**src/hw/gpipc_pkg.sv**
```systemverilog
// Package for the GPIO pin interrupt and pad configuration block.
// Assumes a 32-bit register port with word offsets and 14 pins.
package gpipc_pkg;
  localparam int NPIN = 14;
  localparam int AW = 8;
  localparam logic [AW-1:0] OFF_MODE = 8'h28;
  localparam logic [AW-1:0] OFF_POL = 8'h2c;
  localparam logic [AW-1:0] OFF_EN = 8'h34;
  localparam logic [AW-1:0] OFF_FL = 8'h40;
  localparam logic [AW-1:0] OFF_CLR = 8'h48;
  localparam logic [AW-1:0] OFF_WAKE = 8'h4c;
  localparam logic [AW-1:0] OFF_DUAL = 8'h5c;
  localparam logic [AW-1:0] OFF_PULL = 8'h60;
  localparam logic [AW-1:0] OFF_AF0 = 8'h00;
  localparam logic [AW-1:0] OFF_AF1 = 8'h68;
  localparam logic [AW-1:0] OFF_HYS = 8'ha8;
  localparam logic [AW-1:0] OFF_SR = 8'hac;
  localparam logic [AW-1:0] OFF_DS0 = 8'hb0;
  localparam logic [AW-1:0] OFF_DS1 = 8'hb4;
  localparam logic [AW-1:0] OFF_PSEL = 8'hb8;
  localparam logic [NPIN-1:0] RST_ZERO = 14'h0000;
  // Pins that can carry the two-wire serial function: 9:8 and 3:2.
  localparam logic [NPIN-1:0] SERIAL_PINS = 14'h030c;
  localparam logic [NPIN-1:0] GENERAL_PINS = 14'h3cf3;
  localparam logic [1:0] AF_PLAIN_IO = 2'h0;
endpackage

```
**src/hw/gpipc_top.sv**
```systemverilog
// Per-pin interrupt detection and pad configuration for a 14-pin port.
// Assumes synchronous pad inputs and a single-cycle register port master.
// How it works
// Level mode: polarity picks active input level.
// Edge mode: polarity picks falling or rising.
// Polarity matters only with interrupt enabled.
// One interrupt enable bit per pin.
// Disabling interrupt keeps pending flag set.
// Flag register reads pending pins, resets zero.
// Writing one to clear register clears flag.
// Wakeup enable gates pin as wakeup source.
// Dual edge catches both edges in edge mode.
// General pins: pull enable turns on resistor.
// Serial pins: pull-down only, ignored if pull-up.
// Two select bits choose I/O or function.
// Hysteresis bit selects Schmitt input stage.
// General pins: slew bit one means slow.
// Serial pins have no slew control.
// General pins: two bits pick drive mode.
// Serial pins: first drive bit only.
// Software keeps reserved upper bits unchanged.
// Mode bit: zero level, one edge.
// Clearing a flag re-arms edge detection.
// Interrupts only in plain I/O, enabled.
// Request output while any enabled flag pends.
//
// Decided for this implementation: strobed register access.
`timescale 1ns/100ps
module gpipc_top (
  input wire logic core_clk,
  input wire logic resetn,
  input wire logic [gpipc_pkg::AW-1:0] reg_addr,
  input wire logic [31:0] reg_wdata,
  input wire logic reg_wr,
  input wire logic reg_rd,
  output logic [31:0] reg_rdata,
  input wire logic [gpipc_pkg::NPIN-1:0] pin_in,
  output logic irq_out,
  output logic [gpipc_pkg::NPIN-1:0] wakeup_req,
  output logic [gpipc_pkg::NPIN-1:0] pad_pull_up_en,
  output logic [gpipc_pkg::NPIN-1:0] pad_pull_down_en,
  output logic [gpipc_pkg::NPIN-1:0] pad_schmitt_en,
  output logic [gpipc_pkg::NPIN-1:0] pad_slow_slew,
  output logic [gpipc_pkg::NPIN-1:0] pad_drive_lo,
  output logic [gpipc_pkg::NPIN-1:0] pad_drive_hi,
  output logic [2*gpipc_pkg::NPIN-1:0] pad_func_sel
);
  import gpipc_pkg::*;

  logic [NPIN-1:0] trig_kind_r, pol_r, en_r, flag_r, wake_r, dual_r, pull_r;
  logic [NPIN-1:0] af0_r, af1_r, hys_r, sr_r, ds0_r, ds1_r, psel_r;
  logic [NPIN-1:0] pin_prev_r, hit, clr_w;
  logic [31:0] rdata_nxt;

  // Register writes; reserved bits are not stored, software keeps them.
  always_ff @(posedge core_clk) begin
    if (!resetn) begin
      trig_kind_r <= RST_ZERO;
      pol_r <= RST_ZERO;
      en_r <= RST_ZERO;
      wake_r <= RST_ZERO;
      dual_r <= RST_ZERO;
      pull_r <= RST_ZERO;
      af0_r <= RST_ZERO;
      af1_r <= RST_ZERO;
      hys_r <= RST_ZERO;
      sr_r <= RST_ZERO;
      ds0_r <= RST_ZERO;
      ds1_r <= RST_ZERO;
      psel_r <= RST_ZERO;
    end else if (reg_wr) begin
      case (reg_addr)
        OFF_MODE: trig_kind_r <= reg_wdata[NPIN-1:0];
        OFF_POL: pol_r <= reg_wdata[NPIN-1:0];
        OFF_EN: en_r <= reg_wdata[NPIN-1:0];
        OFF_WAKE: wake_r <= reg_wdata[NPIN-1:0];
        OFF_DUAL: dual_r <= reg_wdata[NPIN-1:0];
        OFF_PULL: pull_r <= reg_wdata[NPIN-1:0];
        OFF_AF0: af0_r <= reg_wdata[NPIN-1:0];
        OFF_AF1: af1_r <= reg_wdata[NPIN-1:0];
        OFF_HYS: hys_r <= reg_wdata[NPIN-1:0];
        OFF_SR: sr_r <= reg_wdata[NPIN-1:0] & GENERAL_PINS;
        OFF_DS0: ds0_r <= reg_wdata[NPIN-1:0];
        OFF_DS1: ds1_r <= reg_wdata[NPIN-1:0] & GENERAL_PINS;
        OFF_PSEL: psel_r <= reg_wdata[NPIN-1:0];
        default: ;
      endcase
    end
  end

  // Previous pin level, the reference for edge detection.
  always_ff @(posedge core_clk) begin
    if (!resetn) begin
      pin_prev_r <= RST_ZERO;
    end else begin
      pin_prev_r <= pin_in;
    end
  end

  assign clr_w = (reg_wr && reg_addr == OFF_CLR) ? reg_wdata[NPIN-1:0] : RST_ZERO;

  // Per-pin trigger decode. Polarity only reaches the flag through the enable.
  genvar g;
  generate
    for (g = 0; g < NPIN; g++) begin : g_pin
      logic rise, fall, lvl, edg;
      assign rise = pin_in[g] & ~pin_prev_r[g];
      assign fall = ~pin_in[g] & pin_prev_r[g];
      assign lvl = pol_r[g] ? pin_in[g] : ~pin_in[g];
      assign edg = dual_r[g] ? (rise | fall) : (pol_r[g] ? rise : fall);
      assign hit[g] = en_r[g] && ({af1_r[g], af0_r[g]} == AF_PLAIN_IO)
                      && (trig_kind_r[g] ? edg : lvl);
      assign pad_func_sel[2*g+1:2*g] = {af1_r[g], af0_r[g]};
    end
  endgenerate

  // Sticky flags: a new hit beats a clear in the same cycle, and the enable
  // never clears a flag. An edge after a clear sets it again.
  always_ff @(posedge core_clk) begin
    if (!resetn) begin
      flag_r <= RST_ZERO;
    end else begin
      flag_r <= (flag_r & ~clr_w) | hit;
    end
  end

  assign irq_out = |(flag_r & en_r);
  // Wakeup is asked only by pins with wakeup enabled and a pending edge event.
  assign wakeup_req = flag_r & wake_r & trig_kind_r;

  // Pad controls. Serial pins only pull down, and not at all if pull-up is selected.
  assign pad_pull_up_en = pull_r & psel_r & GENERAL_PINS;
  assign pad_pull_down_en = pull_r & ~psel_r;
  assign pad_schmitt_en = hys_r;
  assign pad_slow_slew = sr_r & GENERAL_PINS;
  assign pad_drive_lo = ds0_r;
  assign pad_drive_hi = ds1_r & GENERAL_PINS;

  // Read mux; the clear register and unmapped offsets read as zero.
  always_comb begin
    rdata_nxt = 32'h00000000;
    case (reg_addr)
      OFF_MODE: rdata_nxt[NPIN-1:0] = trig_kind_r;
      OFF_POL: rdata_nxt[NPIN-1:0] = pol_r;
      OFF_EN: rdata_nxt[NPIN-1:0] = en_r;
      OFF_FL: rdata_nxt[NPIN-1:0] = flag_r;
      OFF_WAKE: rdata_nxt[NPIN-1:0] = wake_r;
      OFF_DUAL: rdata_nxt[NPIN-1:0] = dual_r;
      OFF_PULL: rdata_nxt[NPIN-1:0] = pull_r;
      OFF_AF0: rdata_nxt[NPIN-1:0] = af0_r;
      OFF_AF1: rdata_nxt[NPIN-1:0] = af1_r;
      OFF_HYS: rdata_nxt[NPIN-1:0] = hys_r;
      OFF_SR: rdata_nxt[NPIN-1:0] = sr_r;
      OFF_DS0: rdata_nxt[NPIN-1:0] = ds0_r;
      OFF_DS1: rdata_nxt[NPIN-1:0] = ds1_r;
      OFF_PSEL: rdata_nxt[NPIN-1:0] = psel_r;
      default: rdata_nxt = 32'h00000000;
    endcase
  end

  // Read data stands only in the cycle after the strobe.
  always_ff @(posedge core_clk) begin
    if (!resetn) begin
      reg_rdata <= 32'h00000000;
    end else begin
      reg_rdata <= reg_rd ? rdata_nxt : 32'h00000000;
    end
  end
endmodule

```
**config.mk**
```make
export PLATFORM = sky130hd
export DESIGN_NAME = gpipc_top
export DESIGN_NICKNAME = d
export VERILOG_FILES = /design/src/hw/gpipc_pkg.sv /design/src/hw/gpipc_top.sv
export SDC_FILE = /design/constraint.sdc
export NUM_CORES = 1
export LEC_CHECK = 0
export ABC_AREA = 1
export BUFFER_PORTS_ARGS = -buffer_cell sky130_fd_sc_hd__buf_2
export CAP_MARGIN = 20
export CORE_MARGIN = 4
export CORE_UTILIZATION = 55
export DETAILED_ROUTE_END_ITERATION = 8
export PLACE_DENSITY = 0.88
export SETUP_SLACK_MARGIN = 0.02
export SYNTH_ARGS = -nofsm -noshare
export SYNTH_HDL_FRONTEND = slang
export SYNTH_SLANG_ARGS = --single-unit
export TNS_END_PERCENT = 10
```
**constraint.sdc**
```tcl
create_clock -name core_clk -period 3.9 [get_ports core_clk]
set_clock_uncertainty 0.2 [all_clocks]
set_input_delay 0.78 -clock core_clk [delete_from_list [all_inputs] [get_ports core_clk]]
set_output_delay 0.78 -clock core_clk [all_outputs]
set_load 0.05 [all_outputs]
```
==> results_dict.tcl, run 1 <==
set metrics [dict create \
    power.leakage_nw 5.77 \
    max_freq_mhz 357 \
    final_common_cell "nand2_1" \
    start_kind "flip-flop" \
    critPathMaxStageDelay_ps 350 \
    critPathMaxFanout 4 \
    yosysSeqAreaShare_pct 40.2 \
    hold_violations 0 \
    crit_top_cell "nand2_1" \
    numClockSinks 216 \
    power_per_cell_area_nw_per_um2 379 \
    grt_use_total_pct 33.0 \
    status "finished, final reports clean" \
    cts-root-buf "clkbuf_16" \
    min_period_ps 2800 \
    ioPinCount 217 \
    setup_violations 0 \
    drv_slew 0 \
    antenna_found_initial 0 \
    peakVddDrop_v 0.000228 \
    critPathRequiredTime_ps 2920 \
    grt_pass1_wl_mm 57.1 \
    drt-total-wl_mm 37.7 \
    initial_core_util_pct 56.7 \
    area_delta_synth_final_pct 14.3 \
    place.gp.congestion 0.978 \
    grt-ovfl-total 0 \
    ys_warn_count 0 \
    multi_input_area_um2 5310 \
    clk_pin_slew_ps 60 \
    grt_start_max_net_pins 72 \
    netlist_instances 1568 \
    n_antenna_cell 0 \
    drtAntennaViolNets 0 \
    core-area_um2 19000 \
    p_total_mw 4.65 \
    rsz0062_at_grt "false" \
    fillCellCount 1693 \
    cts_resized 0 \
    die-area_um2 21900 \
    port_buffers 168 \
    vias 11600 \
    ys_types 28 \
    clk_latency_ps 530 \
    grt_pass1_vias 10300 \
    min_path_type "flip-flop to flip-flop" \
    path_delay_family "simple AND/OR/NAND/NOR gates" \
    layout_common_cells "nand2_1, dfxtp_1, nand3_1, a21oi_1, o21ai_0" \
    fin_crit_sh_pct 71.8 \
    cts_tree "built" \
    die_w_um 148 \
    die_h_um 148 \
    setup_tns_ps 0 \
    numCtsBuffers 23 \
    crit_slowest_cell "dfxtp_1" \
    place.detailed.hpwl_mm 26.4 \
    criticalPathCategory "flip-flop to output port" \
    row_count 50 \
    ff_latch_area_um2 4320 \
    cp-end-kind "output port" \
    cp_data_arrival_time_ps 1820 \
    finalNetCount 1782 \
    syn-cell-area_um2 10800 \
    critPathBufInv 1 \
    cts_buffer_depth 3 \
    viasPerCell 5.89 \
    drc 0 \
    max-slew-margin-rel_pct 45.5 \
    drv_cap 0 \
    worst-slew-pin-transition_ps 814 \
    htreeDepth 1 \
    synth_seq_cells 216 \
    drive_above_1_share_pct 14.6 \
    drtPass1Iterations 8 \
    cp_cell_sequence "nand2_1, nand4_1, a221oi_1, nand2_1, buf_2" \
    syn_area_per_cell_um2 6.86 \
    post_cts_buffers 0 \
    wl_per_cell_um 19.1 \
    cts_hold_buf 0 \
    drt_iter0_drc 1920 \
]
[logic make-up after synthesis]
group,share of synthesized area (%)
other cells,0.0349
flops,40.2
fa+ha+maj,3.26
buf+inv,11.6
simple gates,26.0
compound gates,18.9
[worst min-delay path: stages, from the launching register on]
cell and delay, ps:
dfxtp_1 310, inv_1 60, a21oi_1 50
[through the flow]
step | cells | worst slack (ps) | hold slack [ps] | area [µm²] | util [%]
2_1_floorplan | 1597 | 1840 | 245 | 10900 | -
3_3_place_gp | 1931 | 1060 | 253 | 11600 | 61.1
3_5_place_dp | 1931 | 949 | 260 | 11600 | 61.1
4_1_cts | 1972 | 1130 | 269 | 12300 | 64.8
5_1_grt | 1972 | 1090 | 289 | 12300 | 64.8
6_report | 1972 | 1100 | 269 | 12300 | 64.8
[where the power goes]
part           total [mW]  switching, mW  internal, mW
sequential           2.23        0.00837          2.22
combinational       0.328          0.266        0.0619
clock                2.10          0.899          1.20
total                4.65           1.17          3.48
[cells in the mapped netlist]
cell type / count / area (µm²)
nand2_1: 250 / 938
dfxtp_1: 216 / 4320
nand3_1: 203 / 1020
a21oi_1: 197 / 986
o21ai_0: 173 / 866
nor2_1: 157 / 589
inv_1: 156 / 586
buf_2: 44 / 220
buf_4: 35 / 263
ha_1: 28 / 350
clkbuf_1: 27 / 101
o21ai_1: 25 / 125
nor3_1: 14 / 70.1
buf_1: 7 / 26.3
a21oi_2: 5 / 43.8
inv_2: 5 / 18.8
nor2_4: 5 / 56.3
nor2_2: 4 / 25.0
nand2_2: 3 / 18.8
nor3_4: 3 / 48.8
buf_6: 2 / 22.5
clkinv_1: 2 / 7.51
nand3_2: 2 / 20.0
a221oi_1: 1 / 8.76
conb_1: 1 / 3.75
nand4_1: 1 / 6.26
nor4_1: 1 / 6.26
o22ai_1: 1 / 6.26
[per-layer routing]
layer  wire length [µm]  vias to the layer above  global-route usage (%)
met4               1870                        0                    14.9
met2              15700                      951                    49.0
met5                  0                        -                       0
li1                   -                     5354                       -
met1              14600                     5164                    46.2
met3               5550                      145                    7.17
[path summary, 6_finish.rpt]
check	from	to	slack, ps	cells after the start
setup / recovery	flag_r[2]	irq_out	1100	5
hold / removal	pull_r[9]	pull_r[9]	270	2
setup reg to reg	en_r[5]	flag_r[5]	2410	4
hold reg to reg	pull_r[9]	pull_r[9]	270	2
[cell type report]
type	instances	area share [%]
Clock inverter	4	0.183
Multi-Input combinational cell	1103	43.2
Inverter	163	4.98
Timing Repair Buffer	189	8.25
Clock buffer	37	5.60
Sequential cell	216	35.2
Tap cell	260	2.65
Power figures use the tool's default switching activity.
==> inputs of run 2 (changes only) <==
--- a/config.mk
+++ b/config.mk
@@ -9,9 +9,9 @@
 export BUFFER_PORTS_ARGS = -buffer_cell sky130_fd_sc_hd__buf_2
 export CAP_MARGIN = 20
 export CORE_MARGIN = 4
-export CORE_UTILIZATION = 55
+export CORE_UTILIZATION = 50
 export DETAILED_ROUTE_END_ITERATION = 8
-export PLACE_DENSITY = 0.88
+export PLACE_DENSITY = 0.85
 export SETUP_SLACK_MARGIN = 0.02
 export SYNTH_ARGS = -nofsm -noshare
 export SYNTH_HDL_FRONTEND = slang
==> constraint.sdc (replaced) <==
create_clock -name core_clk -period 2.4 [get_ports core_clk]
set_clock_uncertainty 0.2 [all_clocks]
set_input_delay 0.48 -clock core_clk [delete_from_list [all_inputs] [get_ports core_clk]]
set_output_delay 0.48 -clock core_clk [all_outputs]
set_load 0.05 [all_outputs]
==> run 2 against run 1 <==
Net effect:
- sequential share of layout area is 1.2 points lower
- worst hold slack worse by 260 ps
- register-to-register slack worse by 1500 ps
- critical path depth stayed put
- sequential power is 62% higher
- routed wire length is 2.1% higher
- via count is 0.22% lower
- largest cell class unchanged
- largest power group is now the clock network
- total power is 73% higher
- cell area is 3.7% higher
- setup slack worse by 1100 ps
==> results_dict.tcl, run 2 (synthesis results as in run 1) <==
set metrics [dict create \
    status "finished, final reports clean" \
    drv_slew 0 \
    clk_latency_ps 520 \
    drt-total-wl_mm 38.5 \
    multi_input_area_um2 5320 \
    final_common_cell "nand2_1" \
    cts_tree "built" \
    start_kind "flip-flop" \
    cp_cell_sequence "inv_2, o22ai_1, nor4_1, nand2_1, buf_6" \
    ioPinCount 217 \
    drive_above_1_share_pct 16.4 \
    vias 11600 \
    clk_pin_slew_ps 60 \
    drt_iter0_drc 1650 \
    min_path_type "input pin to flip-flop" \
    cp_data_arrival_time_ps 1680 \
    area_delta_synth_final_pct 18.5 \
    fillCellCount 1926 \
    max_freq_mhz 423 \
    peakVddDrop_v 0.000494 \
    core-area_um2 21100 \
    drv_cap 0 \
    drc 0 \
    rsz0062_at_grt "false" \
    viasPerCell 5.77 \
    finalNetCount 1803 \
    hold_path_startpoint "pin_in[7]" \
    grt_start_max_net_pins 68 \
    hold_violations 0 \
    ff_latch_area_um2 4330 \
    die_w_um 155 \
    cts-root-buf "clkbuf_16" \
    drtAntennaViolNets 0 \
    numCtsBuffers 23 \
    hold_ws_ps 7.36 \
    min_period_ps 2360 \
    critPathMaxStageDelay_ps 320 \
    rr_startpoint "pin_prev_r[5]" \
    initial_core_util_pct 51.0 \
    htreeDepth 1 \
    criticalPathCategory "flip-flop to output port" \
    place.gp.congestion 0.974 \
    worst-slew-pin-transition_ps 722 \
    antenna_found_initial 0 \
    die_h_um 155 \
    row_count 53 \
    crit_slowest_cell "dfxtp_1" \
    critPathRequiredTime_ps 1720 \
    p_total_mw 8.03 \
    grt_pass1_wl_mm 58.9 \
    cp-end-kind "output port" \
    power.leakage_nw 5.97 \
    grt-ovfl-total 0 \
    place.detailed.hpwl_mm 27.3 \
    worstSetupStartpoint "flag_r[13]" \
    n_antenna_cell 0 \
    cts_buffer_depth 3 \
    numClockSinks 216 \
    setup_tns_ps 0 \
    post-route-util_pct 60.4 \
    critPathMaxFanout 3 \
    max-slew-margin-rel_pct 51.6 \
    layout_common_cells "nand2_1, dfxtp_1, nand3_1, a21oi_1, o21ai_0" \
    grt_pass1_vias 10200 \
    die-area_um2 23900 \
    setup_violations 0 \
    grt_use_total_pct 30.9 \
    wl_per_cell_um 19.2 \
    power_per_cell_area_nw_per_um2 630 \
    drtPass1Iterations 6 \
    fin_crit_sh_pct 98.4 \
    post_cts_buffers 0 \
    port_buffers 168 \
]
run 2: per-layer routing:
| metal | part of all wire, % | up-vias | global-route usage, % |
|---|---|---|---|
| li1 | - | 5399 | - |
| met1 | 40 | 5210 | 44.5 |
| met2 | 42 | 846 | 45.3 |
| met3 | 13 | 134 | 6.41 |
| met4 | 4.8 | 0 | 12.4 |
| met5 | 0 | - | 0 |
run 2: final timing paths:
check	depth (start not counted)	slack, ps	to
min	3	7	pin_prev_r[7]
min reg2reg	2	270	ds1_r[1]
max	5	40	irq_out
max reg2reg	8	920	flag_r[5]
run 2: per-stage QoR:
stage | setup slack (ps) | instances | area, µm²
6_report | 38.7 | 2007 | 12700
5_1_grt | 25.2 | 2007 | 12700
4_1_cts | 21.2 | 2007 | 12700
3_5_place_dp | 70.4 | 1965 | 11900
3_3_place_gp | 113 | 1965 | 11900
2_1_floorplan | 640 | 1597 | 10900
run 2: power by group:
group	total (mW)	internal [mW]	switching (mW)
registers	3.62	3.60	0.0133
logic	0.555	0.118	0.437
clock network	3.86	2.37	1.49
total	8.03	6.09	1.94
run 2: final cells by class:
class | count | share of cell area [%]
clock buffers | 31 | 5.22
clock inverters | 9 | 1.19
inverters | 163 | 4.80
multi-input cells | 1103 | 41.7
flip-flops and latches | 216 | 34.0
well taps | 275 | 2.70
repair buffers | 210 | 10.4
run 2: worst max-delay path: cells and delay by family (launching register included):
family	cells	cell delay (ps)
simple gates	2	440
compound gates	1	90
flops	1	320
buf+inv	2	310
run 2: what timing repair did:
action                                  4_1_cts  5_1_grt
pin swaps                                     1        3
endpoints found under the setup margin        1        1
hold endpoints to repair                      2        0
hold buffers                                  2        0
gates resized for setup                       2       11
